==> src/verilog/frj_pkg.sv <==
// Package for the file-register and jump execution block.
// Holds opcode patterns, field positions, register offsets and reset values.
// Assumes a 12-bit instruction word and an 8-bit datapath.
package frj_pkg;

  ////////////////////////////////////////////////////////////////////////////
  // Widths
  localparam int WORD_W = 12;
  localparam int DATA_W = 8;
  localparam int PROG_W = 11;
  localparam int FILE_N = 32;
  localparam int FADR_W = 5;
  localparam int RADR_W = 8;

  ////////////////////////////////////////////////////////////////////////////
  // Opcode patterns
  localparam logic [11:0] OP_WDOG_CLR  = 12'h004;
  localparam logic [6:0]  OP_CLEAR_HI  = 7'h03;  // Bits 11:5
  localparam logic [5:0]  OP_INVERT_HI = 6'h09;  // Bits 11:6
  localparam logic [5:0]  OP_DEC_HI    = 6'h03;  // Bits 11:6
  localparam logic [5:0]  OP_DECSK_HI  = 6'h0b;  // Bits 11:6
  localparam logic [2:0]  OP_JUMP_HI   = 3'h5;   // Bits 11:9

  // Instruction field positions
  localparam int F_DEST_BIT  = 5;
  localparam int F_ADDR_LSB  = 0;
  localparam int F_JUMP_MSB  = 8;
  localparam int F_CLEAR_LSB = 5;
  localparam int F_OP6_LSB   = 6;
  localparam int F_JUMP_LSB  = 9;

  ////////////////////////////////////////////////////////////////////////////
  // Status and option field positions
  localparam int ST_PAGE_MSB   = 6;
  localparam int ST_PAGE_LSB   = 5;
  localparam int ST_TIMEOUT_N  = 4;
  localparam int ST_PWRDOWN_N  = 3;
  localparam int ST_ZERO       = 2;
  localparam int OPT_PSA       = 3;  // 1: prescaler on watchdog

  // Reset values
  localparam logic [7:0]  STATUS_RST = 8'h18;
  localparam logic [7:0]  OPTION_RST = 8'hff;
  localparam logic [7:0]  ZERO_BYTE  = 8'h00;
  localparam logic [10:0] PROG_RST   = 11'h000;

  ////////////////////////////////////////////////////////////////////////////
  // Register port offsets; 0x00 to 0x1f are the file registers
  localparam logic [7:0] OFS_FILE_LAST = 8'h1f;
  localparam logic [7:0] OFS_WORK      = 8'h20;
  localparam logic [7:0] OFS_STATUS    = 8'h21;
  localparam logic [7:0] OFS_OPTION    = 8'h22;
  localparam logic [7:0] OFS_WATCHDOG  = 8'h23;
  localparam logic [7:0] OFS_PRESCALE  = 8'h24;
  localparam logic [7:0] OFS_PROG_LO   = 8'h25;
  localparam logic [7:0] OFS_PROG_HI   = 8'h26;

  ////////////////////////////////////////////////////////////////////////////
  // Types
  typedef enum logic [1:0] {
    FRJ_ALU_CLEAR,
    FRJ_ALU_INVERT,
    FRJ_ALU_DEC
  } frj_aluop_t;

  typedef enum logic {
    FRJ_ST_EXEC,
    FRJ_ST_FLUSH
  } frj_state_t;

endpackage

==> src/verilog/frj_exec.sv <==
// Execution of watchdog clear, file clear, invert, decrement,
// decrement-and-skip and jump, with the datapath state they touch.
// Assumes one instruction word per valid cycle from the fetch stage,
// and a register port with one-cycle strobes and read data one cycle later.
// Words outside the six handled here only advance the fetch address.
// A port write loses to an instruction that updates the same target that cycle.
// The fetch address offsets are read-only from the port.
//
// Design decisions made here: the placing of the registers and strobed register access.
`timescale 1ns/1ps
`default_nettype none

module frj_exec
  import frj_pkg::*;
(
  // Clock and reset
  input  wire logic                         ref_clk,
  input  wire logic                         sys_rst,
  // Instruction stream
  input  wire logic                         instr_valid,
  input  wire logic [frj_pkg::WORD_W-1:0]   instr_word,
  // Register port
  input  wire logic [frj_pkg::RADR_W-1:0]   reg_addr,
  input  wire logic [frj_pkg::DATA_W-1:0]   reg_wdata,
  input  wire logic                         reg_wr,
  input  wire logic                         reg_rd,
  output logic      [frj_pkg::DATA_W-1:0]   reg_rdata,
  // Datapath state
  output logic      [frj_pkg::PROG_W-1:0]   program_counter,
  output logic      [frj_pkg::DATA_W-1:0]   work_reg,
  output logic      [frj_pkg::DATA_W-1:0]   status_reg,
  output logic      [frj_pkg::DATA_W-1:0]   watchdog_counter,
  output logic      [frj_pkg::DATA_W-1:0]   prescaler,
  output logic                              flush_active
);

  import frj_pkg::*;

  ////////////////////////////////////////////////////////////////////////////
  // Declarations
  frj_state_t                state;
  frj_state_t                next_state;
  frj_aluop_t                alu_op;
  logic [DATA_W-1:0]         file_mem [FILE_N];
  logic [DATA_W-1:0]         option_reg;
  logic [DATA_W-1:0]         alu_result;
  logic                      alu_zero;
  logic [DATA_W-1:0]         file_operand;
  logic [FADR_W-1:0]         file_addr;
  logic                      dest_file;
  logic                      exec;
  logic                      is_wdog_clr;
  logic                      is_clear;
  logic                      is_invert;
  logic                      is_dec;
  logic                      is_decsk;
  logic                      is_jump;
  logic                      uses_alu;
  logic                      write_file;
  logic                      write_work;
  logic                      touch_zero;
  logic                      take_skip;
  logic [PROG_W-1:0]         jump_target;
  logic                      bus_file;
  logic [DATA_W-1:0]         next_rdata;
  logic                      wr_work;
  logic                      wr_status;
  logic                      wr_option;
  logic                      wr_watchdog;
  logic                      wr_prescale;

  ////////////////////////////////////////////////////////////////////////////
  // Decode; during a flush slot the word is discarded and acts as a no-op
  assign exec         = instr_valid && (state == FRJ_ST_EXEC);
  assign is_wdog_clr  = exec && (instr_word == OP_WDOG_CLR);
  assign is_clear     = exec && (instr_word[WORD_W-1:F_CLEAR_LSB] == OP_CLEAR_HI);
  assign is_invert    = exec && (instr_word[WORD_W-1:F_OP6_LSB] == OP_INVERT_HI);
  assign is_dec       = exec && (instr_word[WORD_W-1:F_OP6_LSB] == OP_DEC_HI);
  assign is_decsk     = exec && (instr_word[WORD_W-1:F_OP6_LSB] == OP_DECSK_HI);
  assign is_jump      = exec && (instr_word[WORD_W-1:F_JUMP_LSB] == OP_JUMP_HI);

  // Operand fields
  assign file_addr = instr_word[F_ADDR_LSB +: FADR_W];
  assign dest_file = instr_word[F_DEST_BIT];
  assign file_operand = file_mem[file_addr];

  ////////////////////////////////////////////////////////////////////////////
  // Operation select for the result unit
  always_comb begin
    if (is_invert) begin
      alu_op = FRJ_ALU_INVERT;
    end else if (is_dec || is_decsk) begin
      alu_op = FRJ_ALU_DEC;
    end else begin
      alu_op = FRJ_ALU_CLEAR;
    end
  end

  frj_alu u_alu (
    .op      (alu_op),
    .operand (file_operand),
    .result  (alu_result),
    .is_zero (alu_zero)
  );

  // Destination steering; clear always targets the file
  assign uses_alu   = is_invert || is_dec || is_decsk;
  assign write_file = is_clear || (uses_alu && dest_file);
  assign write_work = uses_alu && !dest_file;

  // Skip variant is left out here, so its flags stay put
  assign touch_zero = is_clear || is_invert || is_dec;
  assign take_skip  = is_decsk && alu_zero;

  // Page bits come from status, low bits from the operand
  assign jump_target = {status_reg[ST_PAGE_MSB:ST_PAGE_LSB],
                        instr_word[F_JUMP_MSB:0]};

  // Register port hits the file when the top bits are clear
  assign bus_file = (reg_addr <= OFS_FILE_LAST);

  // Port write enables for the registers outside the file
  assign wr_work     = reg_wr && (reg_addr == OFS_WORK);
  assign wr_status   = reg_wr && (reg_addr == OFS_STATUS);
  assign wr_option   = reg_wr && (reg_addr == OFS_OPTION);
  assign wr_watchdog = reg_wr && (reg_addr == OFS_WATCHDOG);
  assign wr_prescale = reg_wr && (reg_addr == OFS_PRESCALE);

  ////////////////////////////////////////////////////////////////////////////
  // Sequencer: a skip or jump costs the next slot
  always_comb begin
    next_state = state;
    case (state)
      FRJ_ST_EXEC: begin
        if (take_skip || is_jump) begin
          next_state = FRJ_ST_FLUSH;
        end
      end
      FRJ_ST_FLUSH: begin
        // Wait for the dropped word; fetch may stall between words
        if (instr_valid) begin
          next_state = FRJ_ST_EXEC;
        end
      end
      default: next_state = FRJ_ST_EXEC;
    endcase
  end

  // Sequencer state
  always_ff @(posedge ref_clk) begin
    if (sys_rst) begin
      state <= FRJ_ST_EXEC;
    end else begin
      state <= next_state;
    end
  end

  // Flush flag mirrors the state; kept apart so the output is its own flop
  always_ff @(posedge ref_clk) begin
    if (sys_rst) begin
      flush_active <= 1'b0;
    end else begin
      flush_active <= (next_state == FRJ_ST_FLUSH);
    end
  end

  ////////////////////////////////////////////////////////////////////////////
  // Program counter; a dropped word still advances the fetch address
  always_ff @(posedge ref_clk) begin
    if (sys_rst) begin
      program_counter <= PROG_RST;
    end else if (is_jump) begin
      program_counter <= jump_target;
    end else if (instr_valid) begin
      program_counter <= program_counter + 11'h001;
    end
  end

  ////////////////////////////////////////////////////////////////////////////
  // File registers; the instruction beats a same-cycle port write
  generate
    for (genvar gi = 0; gi < FILE_N; gi++) begin : g_file
      always_ff @(posedge ref_clk) begin
        if (sys_rst) begin
          file_mem[gi] <= ZERO_BYTE;
        end else if (write_file && (file_addr == FADR_W'(gi))) begin
          file_mem[gi] <= alu_result;
        end else if (reg_wr && bus_file && (reg_addr[FADR_W-1:0] == FADR_W'(gi))) begin
          file_mem[gi] <= reg_wdata;
        end
      end
    end
  endgenerate

  ////////////////////////////////////////////////////////////////////////////
  // Working register
  always_ff @(posedge ref_clk) begin
    if (sys_rst) begin
      work_reg <= ZERO_BYTE;
    end else if (write_work) begin
      work_reg <= alu_result;
    end else if (wr_work) begin
      work_reg <= reg_wdata;
    end
  end

  ////////////////////////////////////////////////////////////////////////////
  // Status; instruction updates override a port write that cycle
  always_ff @(posedge ref_clk) begin
    if (sys_rst) begin
      status_reg <= STATUS_RST;
    end else if (is_wdog_clr) begin
      status_reg[ST_TIMEOUT_N] <= 1'b1;
      status_reg[ST_PWRDOWN_N] <= 1'b1;
    end else if (touch_zero) begin
      status_reg[ST_ZERO] <= alu_zero;
    end else if (wr_status) begin
      status_reg <= reg_wdata;
    end
  end

  ////////////////////////////////////////////////////////////////////////////
  // Option register; only the assignment bit matters to this block
  always_ff @(posedge ref_clk) begin
    if (sys_rst) begin
      option_reg <= OPTION_RST;
    end else if (wr_option) begin
      option_reg <= reg_wdata;
    end
  end

  ////////////////////////////////////////////////////////////////////////////
  // Watchdog counter; its timeout path lives outside this block
  always_ff @(posedge ref_clk) begin
    if (sys_rst) begin
      watchdog_counter <= ZERO_BYTE;
    end else if (is_wdog_clr) begin
      watchdog_counter <= ZERO_BYTE;
    end else if (wr_watchdog) begin
      watchdog_counter <= reg_wdata;
    end
  end

  // Shared prescaler; left alone while it serves the tick counter
  always_ff @(posedge ref_clk) begin
    if (sys_rst) begin
      prescaler <= ZERO_BYTE;
    end else if (is_wdog_clr && option_reg[OPT_PSA]) begin
      prescaler <= ZERO_BYTE;
    end else if (wr_prescale) begin
      prescaler <= reg_wdata;
    end
  end

  ////////////////////////////////////////////////////////////////////////////
  // Read select; zero whenever no read strobe is present
  always_comb begin
    next_rdata = ZERO_BYTE;
    if (!reg_rd) begin
      next_rdata = ZERO_BYTE;
    end else if (bus_file) begin
      next_rdata = file_mem[reg_addr[FADR_W-1:0]];
    end else if (reg_addr == OFS_WORK) begin
      next_rdata = work_reg;
    end else if (reg_addr == OFS_STATUS) begin
      next_rdata = status_reg;
    end else if (reg_addr == OFS_OPTION) begin
      next_rdata = option_reg;
    end else if (reg_addr == OFS_WATCHDOG) begin
      next_rdata = watchdog_counter;
    end else if (reg_addr == OFS_PRESCALE) begin
      next_rdata = prescaler;
    end else if (reg_addr == OFS_PROG_LO) begin
      next_rdata = program_counter[DATA_W-1:0];
    end else if (reg_addr == OFS_PROG_HI) begin
      // Upper bits read as zero
      next_rdata = {5'h00, program_counter[PROG_W-1:DATA_W]};
    end else begin
      // Unmapped offsets read as zero
      next_rdata = ZERO_BYTE;
    end
  end

  // Read data flop; stands only in the cycle after the strobe
  always_ff @(posedge ref_clk) begin
    if (sys_rst) begin
      reg_rdata <= ZERO_BYTE;
    end else begin
      reg_rdata <= next_rdata;
    end
  end

endmodule // frj_exec

`default_nettype wire

==> src/verilog/frj_alu.sv <==
// Result unit for the file-register instructions.
// Purely combinational; the caller registers the result and the flag.
`timescale 1ns/1ps
`default_nettype none

module frj_alu
  import frj_pkg::*;
(
  // Operation and operand
  input  wire frj_pkg::frj_aluop_t          op,
  input  wire logic [frj_pkg::DATA_W-1:0]   operand,
  // Result
  output logic      [frj_pkg::DATA_W-1:0]   result,
  output logic                              is_zero
);

  ////////////////////////////////////////////////////////////////////////////
  // Result select; decrement wraps 00h to ffh
  always_comb begin
    case (op)
      FRJ_ALU_CLEAR:  result = ZERO_BYTE;
      FRJ_ALU_INVERT: result = ~operand;
      FRJ_ALU_DEC:    result = operand - 8'h01;
      default:        result = ZERO_BYTE;
    endcase
  end

  // Zero detect on the full 8-bit result
  assign is_zero = (result == ZERO_BYTE);

endmodule // frj_alu

`default_nettype wire

==> config.mk <==
export PLATFORM = sky130hd
export DESIGN_NAME = frj_exec
export DESIGN_NICKNAME = d
export VERILOG_FILES = /design/src/verilog/frj_pkg.sv /design/src/verilog/frj_exec.sv /design/src/verilog/frj_alu.sv
export SDC_FILE = /design/constraint.sdc
export NUM_CORES = 1
export LEC_CHECK = 0
export BUFFER_PORTS_ARGS = -buffer_cell sky130_fd_sc_hd__buf_2
export CORE_MARGIN = 5
export CORE_UTILIZATION = 55
export DETAILED_ROUTE_END_ITERATION = 6
export PLACE_DENSITY_LB_ADDON = 0.08
export RECOVER_POWER = 50
export SYNTH_ARGS = -nofsm -noshare
export SYNTH_HDL_FRONTEND = slang
export SYNTH_SLANG_ARGS = --single-unit
export TNS_END_PERCENT = 20
==> constraint.sdc <==
create_clock -name ref_clk -period 3 [get_ports ref_clk]
set_clock_uncertainty 0.05 [all_clocks]
set_input_delay 0 -clock ref_clk [delete_from_list [all_inputs] [get_ports ref_clk]]
set_output_delay 0 -clock ref_clk [all_outputs]
set_load 0.02 [all_outputs]
==> flow_metrics.py, run 1 <==
metrics = {
    "setup_path": {
        "crit_path_start_kind": "flip-flop",
        "cp_max_fo": 31,
        "cp_top_family": "compound AO/OA/AOI/OAI gates",
        "worst_path_max_delay_cell": "mux4_2",
        "path_buf_inv": 2,
        "cp_cell_sequence": "mux4_2, a22oi_2, nand3_4, a222oi_1, buf_4, nand4_1, xnor2_2, o21ai_2, buf_12, a22o_1",
        "critical_path.endpoint_type": "flip-flop",
        "slowest_delay_ns": 0.52,
        "crit_type": "flip-flop to flip-flop",
        "cp.required_ns": 3.23,
        "arrival_ns": 3.34,
    },
    "placed_design": {
        "dpl_cell_area_sq_mm": 0.0207,
        "io_buffers": 84,
        "place_congestion": 1.03,
        "hpwl_microns": 48100,
    },
    "finish": {
        "largest_register_ffs": 256,
        "n_antenna_cell": 0,
        "largest_register": "file_mem",
        "reg.largest.list": "file_mem (256), program_counter (11)",
        "final_common_cell": "edfxtp_1",
        "area.growth.synth_to_final_pct": 17.3,
        "final_util_pct": 65.7,
        "stdcell_area_sq_mm": 0.0221,
        "fin_nets": 1690,
        "drive_gt1_share_pct": 26.9,
        "mostFrequentLayoutCells": "256 x edfxtp_1, 220 x a22o_1, 153 x buf_4",
    },
    "global_routing": {
        "grt_pass1_vias": 15200,
        "grt_pass1_wl_microns": 102000,
        "grt_usage_pct": 35.4,
        "grt_overflow": 0,
        "grt_busiest_layer": "met2",
        "use_met3_pct": 8.96,
        "antenna_found_initial": 1,
        "use_met2_pct": 54.7,
        "met1_usage_pct": 48.8,
        "grt_max_degree": 38,
    },
    "detailed_routing": {
        "vias_per_cell": 7.46,
        "drc": 0,
        "route.antenna.remaining_nets": 0,
        "routedWlPerCell_microns": 32.5,
        "vias": 15900,
        "first_pass_iters": 7,
        "drt-total-wl_microns": 69200,
        "drt_iter0_drc": 2545,
    },
    "power_and_ir_drop": {
        "ir_worst_vdd_mv": 0.541,
        "leakage_uw": 0.00754,
        "p_per_area_mw_per_mm2": 489,
    },
    "synthesis": {
        "synth_edf_count": 256,
        "ys_ff_latch": 316,
        "synth_ff_type": "edfxtp_1",
        "synth_area_leaders": "edfxtp_1 41%, mux4_2 15%, a22o_1 10%, dfxtp_1 6.4%, nand2_1 2.3%",
        "ys_types": 73,
        "synth_area_leader_cell": "edfxtp_1",
        "yosysTopAreaCellShare_pct": 40.7,
        "synthCells": 1503,
        "netlist_area_sq_mm": 0.0189,
        "synthArstFlopShare_pct": 0,
        "syn_nets": 1538,
        "ys.warnings.count": 0,
        "synth.avg_cell_area_sq_um": 12.6,
        "ys_seq_area_share_pct": 47.1,
    },
    "timing": {
        "worst_pin_slew_ns": 1.47,
        "fin_crit_sh_pct": 104,
        "setup_violations": 100,
        "maxSlewHeadroom_pct": 1.40,
        "finalMaxSlewViolations": 0,
        "min_period_ns": 3.12,
        "rsz0062_at_grt": "true",
        "max_freq_mhz": 321,
        "hold_viol_final": 0,
        "setup_ws_ns": -0.115,
    },
    "floorplan": {
        "start_util_pct": 56.0,
        "die_w_microns": 195,
        "pin_count": 85,
        "die_h_microns": 195,
        "dieArea_sq_mm": 0.0381,
        "core_area_sq_mm": 0.0337,
        "rows": 67,
    },
    "clock_network": {
        "cts_made_buffers": 36,
        "htreeDepth": 2,
        "cts_tree": "yes",
        "insertion_delay_ns": 0.54,
        "cts_buffer_depth": 3,
        "cts.sinks": 316,
        "root_buffer": "clkbuf_16",
        "path_clk_slew_ns": 0.06,
    },
    "outcome": {
        "status": "complete, but fails checks",
        "violations": "capacitance limit, setup timing",
    },
    "min_path": {
        "hold_class": "input pin to flip-flop",
    },
    "flow_run": {
        "drv_cap": 1,
    },
}
worst paths after layout:
check                        end  slack, ns       startpoint  cells after the start
hold reg to reg    option_reg[4]       0.42    option_reg[4]                      1
setup / recovery  file_mem[3][7]      -0.12  file_mem[16][0]                     10
setup reg to reg  file_mem[3][7]      -0.12  file_mem[16][0]                     10
hold / removal      prescaler[4]       0.03           reg_wr                      4
stage by stage:
stage	std cells	TNS [ns]	hold WS [ns]	power (uW)	setup WS [ns]
3_5_place_dp	2041	-55.02	0.367	6540	-0.453
6_report	2128	-4.43	0.0256	10800	-0.115
4_1_cts	2121	-7.65	0.00136	10700	-0.154
5_1_grt	2128	-15.42	0.0381	11100	-0.172
2_1_floorplan	1503	0	0.128	5920	0.00813
3_3_place_gp	2041	-44.58	0.361	6510	-0.396
layer usage:
layer | vias up | wire, microns
li1 | 6519 | -
met1 | 7893 | 25200
met2 | 1255 | 31500
met3 | 213 | 9280
met4 | 0 | 3290
met5 | - | 0
report_power, final:
group | switching (uW) | total, uW | internal (uW)
sequential | 114 | 5030 | 4920
combinational | 881 | 1540 | 655
clock | 1780 | 4260 | 2480
total | 2770 | 10800 | 8060
tightest hold or removal path, cell delays in order:
cell     delay [ns]
buf_2          0.12
buf_4          0.24
nand3_1        0.12
a21oi_1        0.06
cells in the mapped netlist (all sizes together) (3+ instances only):
cell type,instances
a211o,10
and2,6
a41oi,7
nand4,5
o21a,4
a221oi,6
nor2b,15
a22oi,35
a211oi,40
o31ai,31
o221a,3
a21o,3
o22ai,4
a221o,34
xor2,4
edfxtp,256
nand3b,3
buf,47
a21oi,33
o21ai,16
a311oi,8
nor3b,5
a22o,220
a21boi,4
mux4,134
nand3,45
and3,17
mux2i,34
dfxtp,60
mux2,18
nand2b,10
clkbuf,117
nand2,119
nor3,15
nor2,91
a31oi,4
and4,3
or3,5
nor4,3
final cells by class:
type | count | area (sq um)
sequential | 316 | 8890
timing repair buffer | 278 | 2160
multi-input combinational | 1020 | 9410
tap | 448 | 561
clock buffer | 45 | 977
fill | 2545 | 11600
inverter | 3 | 11.3
clock inverter | 18 | 141
repair_timing:
item	4_1_cts	5_1_grt
setup endpoints to repair	163	171
hold buffers	12	0
pin swaps	18	5
cloned	1	1
buffers inserted	4	6
gates resized for setup	17	24
endpoints found under the hold margin	26	0
logic make-up after synthesis:
logic type | share of synthesized area [%]
compound gates | 20.8
xor+xnor | 0.278
fa+ha+maj | 0.133
buf+inv | 4.02
flops | 47.1
mux | 19.0
simple gates | 8.61
No activity file was read; power rests on OpenSTA's default activity.
==> run 2: changes to the inputs <==
Settings changed: CAP_MARGIN set to 20, TNS_END_PERCENT 20 to 50.
==> run 2 against run 1 <==
Compared with the run above:
- the run ends with setup timing left
- count of clock-buffer cells in the layout decreased by 2
- critical path depth increased by 2
- combinational power increased by 3%
- critical endpoint is now file_mem[25][5]
==> flow_metrics.py, run 2 (synthesis gave the netlist of run 1 again) <==
metrics = {
    "detailed_routing": {
        "drt_iter0_drc": 2653,
        "drt-total-wl_microns": 71200,
        "vias_per_cell": 7.50,
        "routedWlPerCell_microns": 33.0,
        "route.antenna.remaining_nets": 0,
        "drc": 0,
        "first_pass_iters": 6,
        "vias": 16200,
    },
    "setup_path": {
        "arrival_ns": 3.54,
        "r2r_cells": 12,
        "r2r-start": "file_mem[22][3]",
        "cp.required_ns": 3.21,
        "crit_path_start_kind": "flip-flop",
        "rrSetupSlack_ns": -0.33,
        "crit_end": "file_mem[25][5]",
        "critPathLaunch": "file_mem[22][3]",
        "crit_type": "flip-flop to flip-flop",
        "r2r-end": "file_mem[25][5]",
        "critical_path.endpoint_type": "flip-flop",
        "cp_max_fo": 6,
    },
    "finish": {
        "final_common_cell": "edfxtp_1",
        "regArea_sq_mm": 0.00889,
        "fill_cells": 2524,
        "fin_nets": 1721,
        "largest_register_ffs": 256,
        "multi_input_area_sq_mm": 0.00963,
        "mostFrequentLayoutCells": "256 x edfxtp_1, 220 x a22o_1, 148 x buf_4",
        "n_antenna_cell": 0,
        "reg.largest.list": "file_mem (256), program_counter (11)",
        "drive_gt1_share_pct": 28.7,
        "largest_register": "file_mem",
        "stdcell_area_sq_mm": 0.0227,
        "area.growth.synth_to_final_pct": 20.3,
    },
    "timing": {
        "maxSlewHeadroom_pct": 24.1,
        "max_freq_mhz": 301,
        "setup_ws_ns": -0.328,
        "rsz0062_at_grt": "true",
        "finalMaxSlewViolations": 0,
        "fin_crit_sh_pct": 111,
        "worst_pin_slew_ns": 1.14,
        "setup_violations": 207,
        "setup_tns_ns": -28.60,
        "hold_viol_final": 0,
        "min_period_ns": 3.33,
    },
    "placed_design": {
        "place_congestion": 1.03,
        "dpl_cell_area_sq_mm": 0.0207,
        "io_buffers": 84,
        "hpwl_microns": 48100,
    },
    "clock_network": {
        "cts_buffer_depth": 3,
        "cts.sinks": 316,
        "path_clk_slew_ns": 0.06,
        "insertion_delay_ns": 0.55,
        "htreeDepth": 2,
        "cts_tree": "yes",
        "cts_made_buffers": 36,
        "root_buffer": "clkbuf_16",
    },
    "power_and_ir_drop": {
        "ir_worst_vdd_mv": 0.484,
        "p_per_area_mw_per_mm2": 481,
        "leakage_uw": 0.00778,
    },
    "floorplan": {
        "start_util_pct": 56.0,
        "pin_count": 85,
        "dieArea_sq_mm": 0.0381,
        "rows": 67,
        "core_area_sq_mm": 0.0337,
        "die_h_microns": 195,
        "die_w_microns": 195,
    },
    "global_routing": {
        "grt_pass1_vias": 15400,
        "grt_max_degree": 38,
        "grt_pass1_wl_microns": 103000,
        "antenna_found_initial": 3,
        "grt_overflow": 0,
        "grt_usage_pct": 36.1,
    },
    "outcome": {
        "status": "complete, but fails checks",
        "violations": "setup timing",
    },
    "min_path": {
        "hold_class": "input pin to flip-flop",
    },
    "flow_run": {
        "drv_cap": 0,
    },
}
==> run 2: cell type report <==
type                       count  share of cell area (%)
clock buffer                  43                    4.32
clock inverter                19                   0.640
inverter                       3                  0.0496
multi-input combinational   1020                    42.4
sequential                   316                    39.2
tap                          448                    2.47
timing repair buffer         309                    10.9
==> run 2: worst min-delay path by stage <==
stage | from | to | slack, ns | cells after the start
after floorplan | instr_valid | program_counter[0] | 0.13 | 2
after global routing | instr_word[9] | status_reg[2] | 0.05 | 5
after CTS | instr_word[11] | program_counter[1] | 0.04 | 4
final | instr_word[9] | status_reg[2] | 0.02 | 5
after detailed placement | reg_rdata[5] | reg_rdata[5] | 0.37 | 1
after global placement | instr_word[6] | program_counter[6] | 0.36 | 3
==> run 2: critical path: stages, from the launching register on <==
cell and delay [ns]:
edfxtp_1 0.41, mux4_2 0.53, mux4_2 0.57, mux2i_2 0.25, o21a_1 0.22, buf_6 0.12
buf_6 0.10, a21o_1 0.17, a21oi_4 0.07, a21oi_4 0.14, buf_12 0.16, clkbuf_16 0.19
o31ai_4 0.06
==> run 2: power by group <==
part           total (uW)  internal [uW]  switching (uW)
combinational        1580            668             908
clock                4310           2490            1810
sequential           5030           4920             114
total               10900           8080            2830
==> run 2: repair_timing <==
| action | 4_1_cts | 5_1_grt |
|---|---|---|
| setup endpoints to repair | 166 | 165 |
| buffers inserted | 16 | 4 |
| gates cloned | 4 | 5 |
| resized for setup | 46 | 46 |
| pin swaps | 24 | 23 |
| endpoints found under the hold margin | 28 | 0 |
| hold buffers | 13 | 0 |
==> run 2: routing by layer <==
metal  wire (microns)  GRT usage (%)  vias up  share of wire (%)
li1                 -              -     6588                  -
met1            25100           49.5     7991                 35
met2            32000           54.6     1346                 45
met3             9890           9.89      264                 14
met4             4090           15.8        4                5.7
met5               25              0        -              0.035
==> run 2: metrics by stage <==
step / total power, uW / hold WS [ns] / cells / util (%) / setup slack, ns
5_1_grt: 11100 / 0.0519 / 2158 / 67.3 / -0.307
2_1_floorplan: 5920 / 0.128 / 1503 / - / 0.00813
6_report: 10900 / 0.0178 / 2158 / 67.3 / -0.328
3_3_place_gp: 6510 / 0.361 / 2041 / 61.4 / -0.396
3_5_place_dp: 6540 / 0.367 / 2047 / 61.5 / -0.499
4_1_cts: 10800 / 0.0382 / 2140 / 66.4 / -0.190
==> run 3: changes to the inputs <==
Settings changed: SYNTH_HIERARCHICAL set to 1.
==> run 3 against run 2 <==
Compared with the run above:
- highest routed layer is now met4
- sequential power is essentially flat
- combinational power grew 3%
- critical path depth shrank 2
- the flow still finishes with violations (setup timing)
- first-iteration DRC count grew 3.2%
==> flow_metrics.py, run 3 <==
metrics = {
    "power_and_ir_drop": {
        "leakage_uw": 0.00801,
        "power.total_uw": 11300,
        "ir_worst_vdd_mv": 0.409,
        "p_per_area_mw_per_mm2": 473,
    },
    "finish": {
        "regArea_sq_mm": 0.00889,
        "fill_cells": 2501,
        "multi_input_area_sq_mm": 0.0101,
        "mostFrequentLayoutCells": "256 x edfxtp_1, 205 x buf_4, 141 x mux4_2",
        "fin_nets": 1832,
        "reg.largest.list": "file_mem (256), program_counter (11)",
        "drive_gt1_share_pct": 34.4,
        "largest_register_ffs": 256,
        "final_util_pct": 69.3,
        "area.growth.synth_to_final_pct": 25.0,
        "final_common_cell": "edfxtp_1",
        "largest_register": "file_mem",
    },
    "synthesis": {
        "netlist_area_sq_mm": 0.0191,
        "yosysMostFrequentCell": "edfxtp_1",
        "synth_area_leaders": "edfxtp_1 40%, mux4_2 17%, dfxtp_1 6.3%, o2bb2ai_1 5.9%, a22o_1 5.7%",
        "ys_types": 86,
        "synth_ff_type": "edfxtp_1",
        "ys_seq_area_share_pct": 46.6,
        "synthArstFlopShare_pct": 0,
        "ys_ff_latch": 316,
        "ys_top_cells_by_count": "256 x edfxtp_1, 141 x mux4_2, 128 x o2bb2ai_1",
        "synth.avg_cell_area_sq_um": 12.4,
        "synthCells": 1540,
        "ys.warnings.count": 6,
        "syn_nets": 1577,
        "yosysTopAreaCellShare_pct": 40.3,
        "synth_area_leader_cell": "edfxtp_1",
        "synth_edf_count": 256,
    },
    "global_routing": {
        "grt_overflow": 0,
        "grt_pass1_vias": 16100,
        "grt_max_degree": 45,
        "grt_usage_pct": 39.5,
        "grt_pass1_wl_microns": 111000,
        "antenna_found_initial": 1,
    },
    "placed_design": {
        "place_congestion": 1.03,
        "hpwl_microns": 53300,
        "io_buffers": 84,
    },
    "floorplan": {
        "dieArea_sq_mm": 0.0385,
        "start_util_pct": 55.4,
        "rows": 68,
        "die_w_microns": 196,
        "die_h_microns": 196,
        "core_area_sq_mm": 0.0344,
        "pin_count": 85,
    },
    "timing": {
        "maxSlewHeadroom_pct": 21.7,
        "hold_viol_final": 0,
        "setup_violations": 247,
        "setup_tns_ns": -109.78,
        "min_period_ns": 3.82,
        "rsz0062_at_grt": "true",
        "finalMaxSlewViolations": 0,
        "setup_ws_ns": -0.815,
        "max_freq_mhz": 262,
        "fin_crit_sh_pct": 127,
        "holdWs_ns": 0.0578,
        "worst_pin_slew_ns": 1.17,
    },
    "clock_network": {
        "path_clk_slew_ns": 0.06,
        "cts_made_buffers": 37,
        "insertion_delay_ns": 0.57,
        "cts_buffer_depth": 3,
        "cts_tree": "yes",
        "htreeDepth": 2,
        "root_buffer": "clkbuf_16",
        "cts.sinks": 316,
    },
    "setup_path": {
        "cp_cell_sequence": "mux4_2, mux4_2, mux2_4, or4_4, o21a_1, o21ai_2, a21oi_4, buf_4, buf_12, a22o_1",
        "worst_path_max_delay_cell": "mux4_2",
        "critical_path.endpoint_type": "flip-flop",
        "cp_max_fo": 11,
        "path_common_cell": "mux4_2",
        "arrival_ns": 4.07,
        "crit_path_start_kind": "flip-flop",
        "path_buf_inv": 2,
        "cp.required_ns": 3.25,
        "crit_type": "flip-flop to flip-flop",
        "slowest_delay_ns": 0.58,
        "cp_top_family": "multiplexers",
    },
    "detailed_routing": {
        "drt-total-wl_microns": 77600,
        "route.antenna.remaining_nets": 0,
        "vias": 16900,
        "drt_iter0_drc": 2739,
        "vias_per_cell": 7.41,
        "drc": 0,
        "first_pass_iters": 6,
        "routedWlPerCell_microns": 34.0,
    },
    "flow_run": {
        "drv_cap": 0,
    },
    "outcome": {
        "violations": "setup timing",
        "status": "complete, but fails checks",
    },
    "min_path": {
        "hold_class": "input pin to flip-flop",
    },
}
==> run 3: cell types whose count changed in the layout (fill, tap and decap cells not counted), moves of 28 or more <==
| cell | previous run | this run |
|---|---|---|
| o2bb2ai_1 | 0 | 64 |
| o2bb2ai_2 | 0 | 59 |
| o21ai_0 | 12 | 40 |
| a22o_1 | 220 | 123 |
| a21oi_1 | 31 | 78 |
| buf_4 | 148 | 205 |
==> run 3: worst reg2reg max path, stage by stage, from the launching register on <==
cell      delay (ns)
edfxtp_1        0.37
mux4_2          0.57
mux4_2          0.58
mux2_4          0.30
or4_4           0.58
o21a_1          0.24
o21ai_2         0.20
a21oi_4         0.12
buf_4           0.15
buf_12          0.15
a22o_1          0.26
==> run 3: layout make-up <==
class                           instances  share of cell area, %
Clock inverter                         18                  0.740
Timing Repair Buffer                  369                   12.5
Sequential cell                       316                   37.3
Clock buffer                           50                   4.32
Multi-Input combinational cell       1057                   42.5
Tap cell                              455                   2.39
Inverter                               14                  0.231
Antenna cell                            1                 0.0105
==> run 3: stage by stage <==
stage | setup WS, ns | instance area, sq um | std cells
finish | -0.815 | 23800 | 2280
global route | -0.923 | 23800 | 2279
CTS | -0.755 | 23700 | 2271
detailed placement | -0.874 | 21700 | 2163
global placement | -0.908 | 21700 | 2163
floorplan | -0.447 | 19500 | 1540
==> run 3: metal layers <==
layer  vias to the layer above  track usage (%)  share of wire, %
met5                         -                0                 0
met4                         0             16.0               5.2
met3                       251             13.7                16
met2                      1442             58.3                44
met1                      8369             53.9                35
li1                       6844                -                 -
==> run 3: what timing repair did <==
action | in CTS | in global routing
hold buffers | 25 | 0
endpoints found under the hold margin | 43 | 0
gates resized for setup | 74 | 38
setup buffers | 11 | 11
pin swaps | 27 | 25
gates cloned | 4 | 2
endpoints found under the setup margin | 233 | 242
==> run 3: path summary, 6_finish.rpt <==
kind                                 startpoint         endpoint  slack, ns  cells past startpoint
worst max-delay path            file_mem[15][4]  file_mem[13][6]      -0.82                     10
worst min-delay path                reg_addr[4]     reg_rdata[6]       0.06                      4
worst min register to register    option_reg[6]    option_reg[6]       0.43                      2
worst max register to register  file_mem[15][4]  file_mem[13][6]      -0.82                     10
==> run 3: logic make-up (layout without fill, tap and decap cells) <==
family,Yosys count,after routing,share of synthesized area (%)
multiplexers,180,180,18.8
buffers and inverters,167,451,3.79
other,0,1,0
AO/OA/AOI/OAI,492,492,20.1
AND/OR/NAND/NOR,376,376,10.1
XOR/XNOR,5,5,0.230
adder cells (fa/ha/maj),4,4,0.263
flip-flops,316,316,46.6
==> run 3: report_power, final <==
| group | internal (uW) | leakage [uW] | switching [uW] |
|---|---|---|---|
| clock network | 2680 | 0.000595 | 1920 |
| registers | 4920 | 0.00292 | 135 |
| logic | 692 | 0.00450 | 927 |
| total | 8300 | 0.00801 | 2980 |
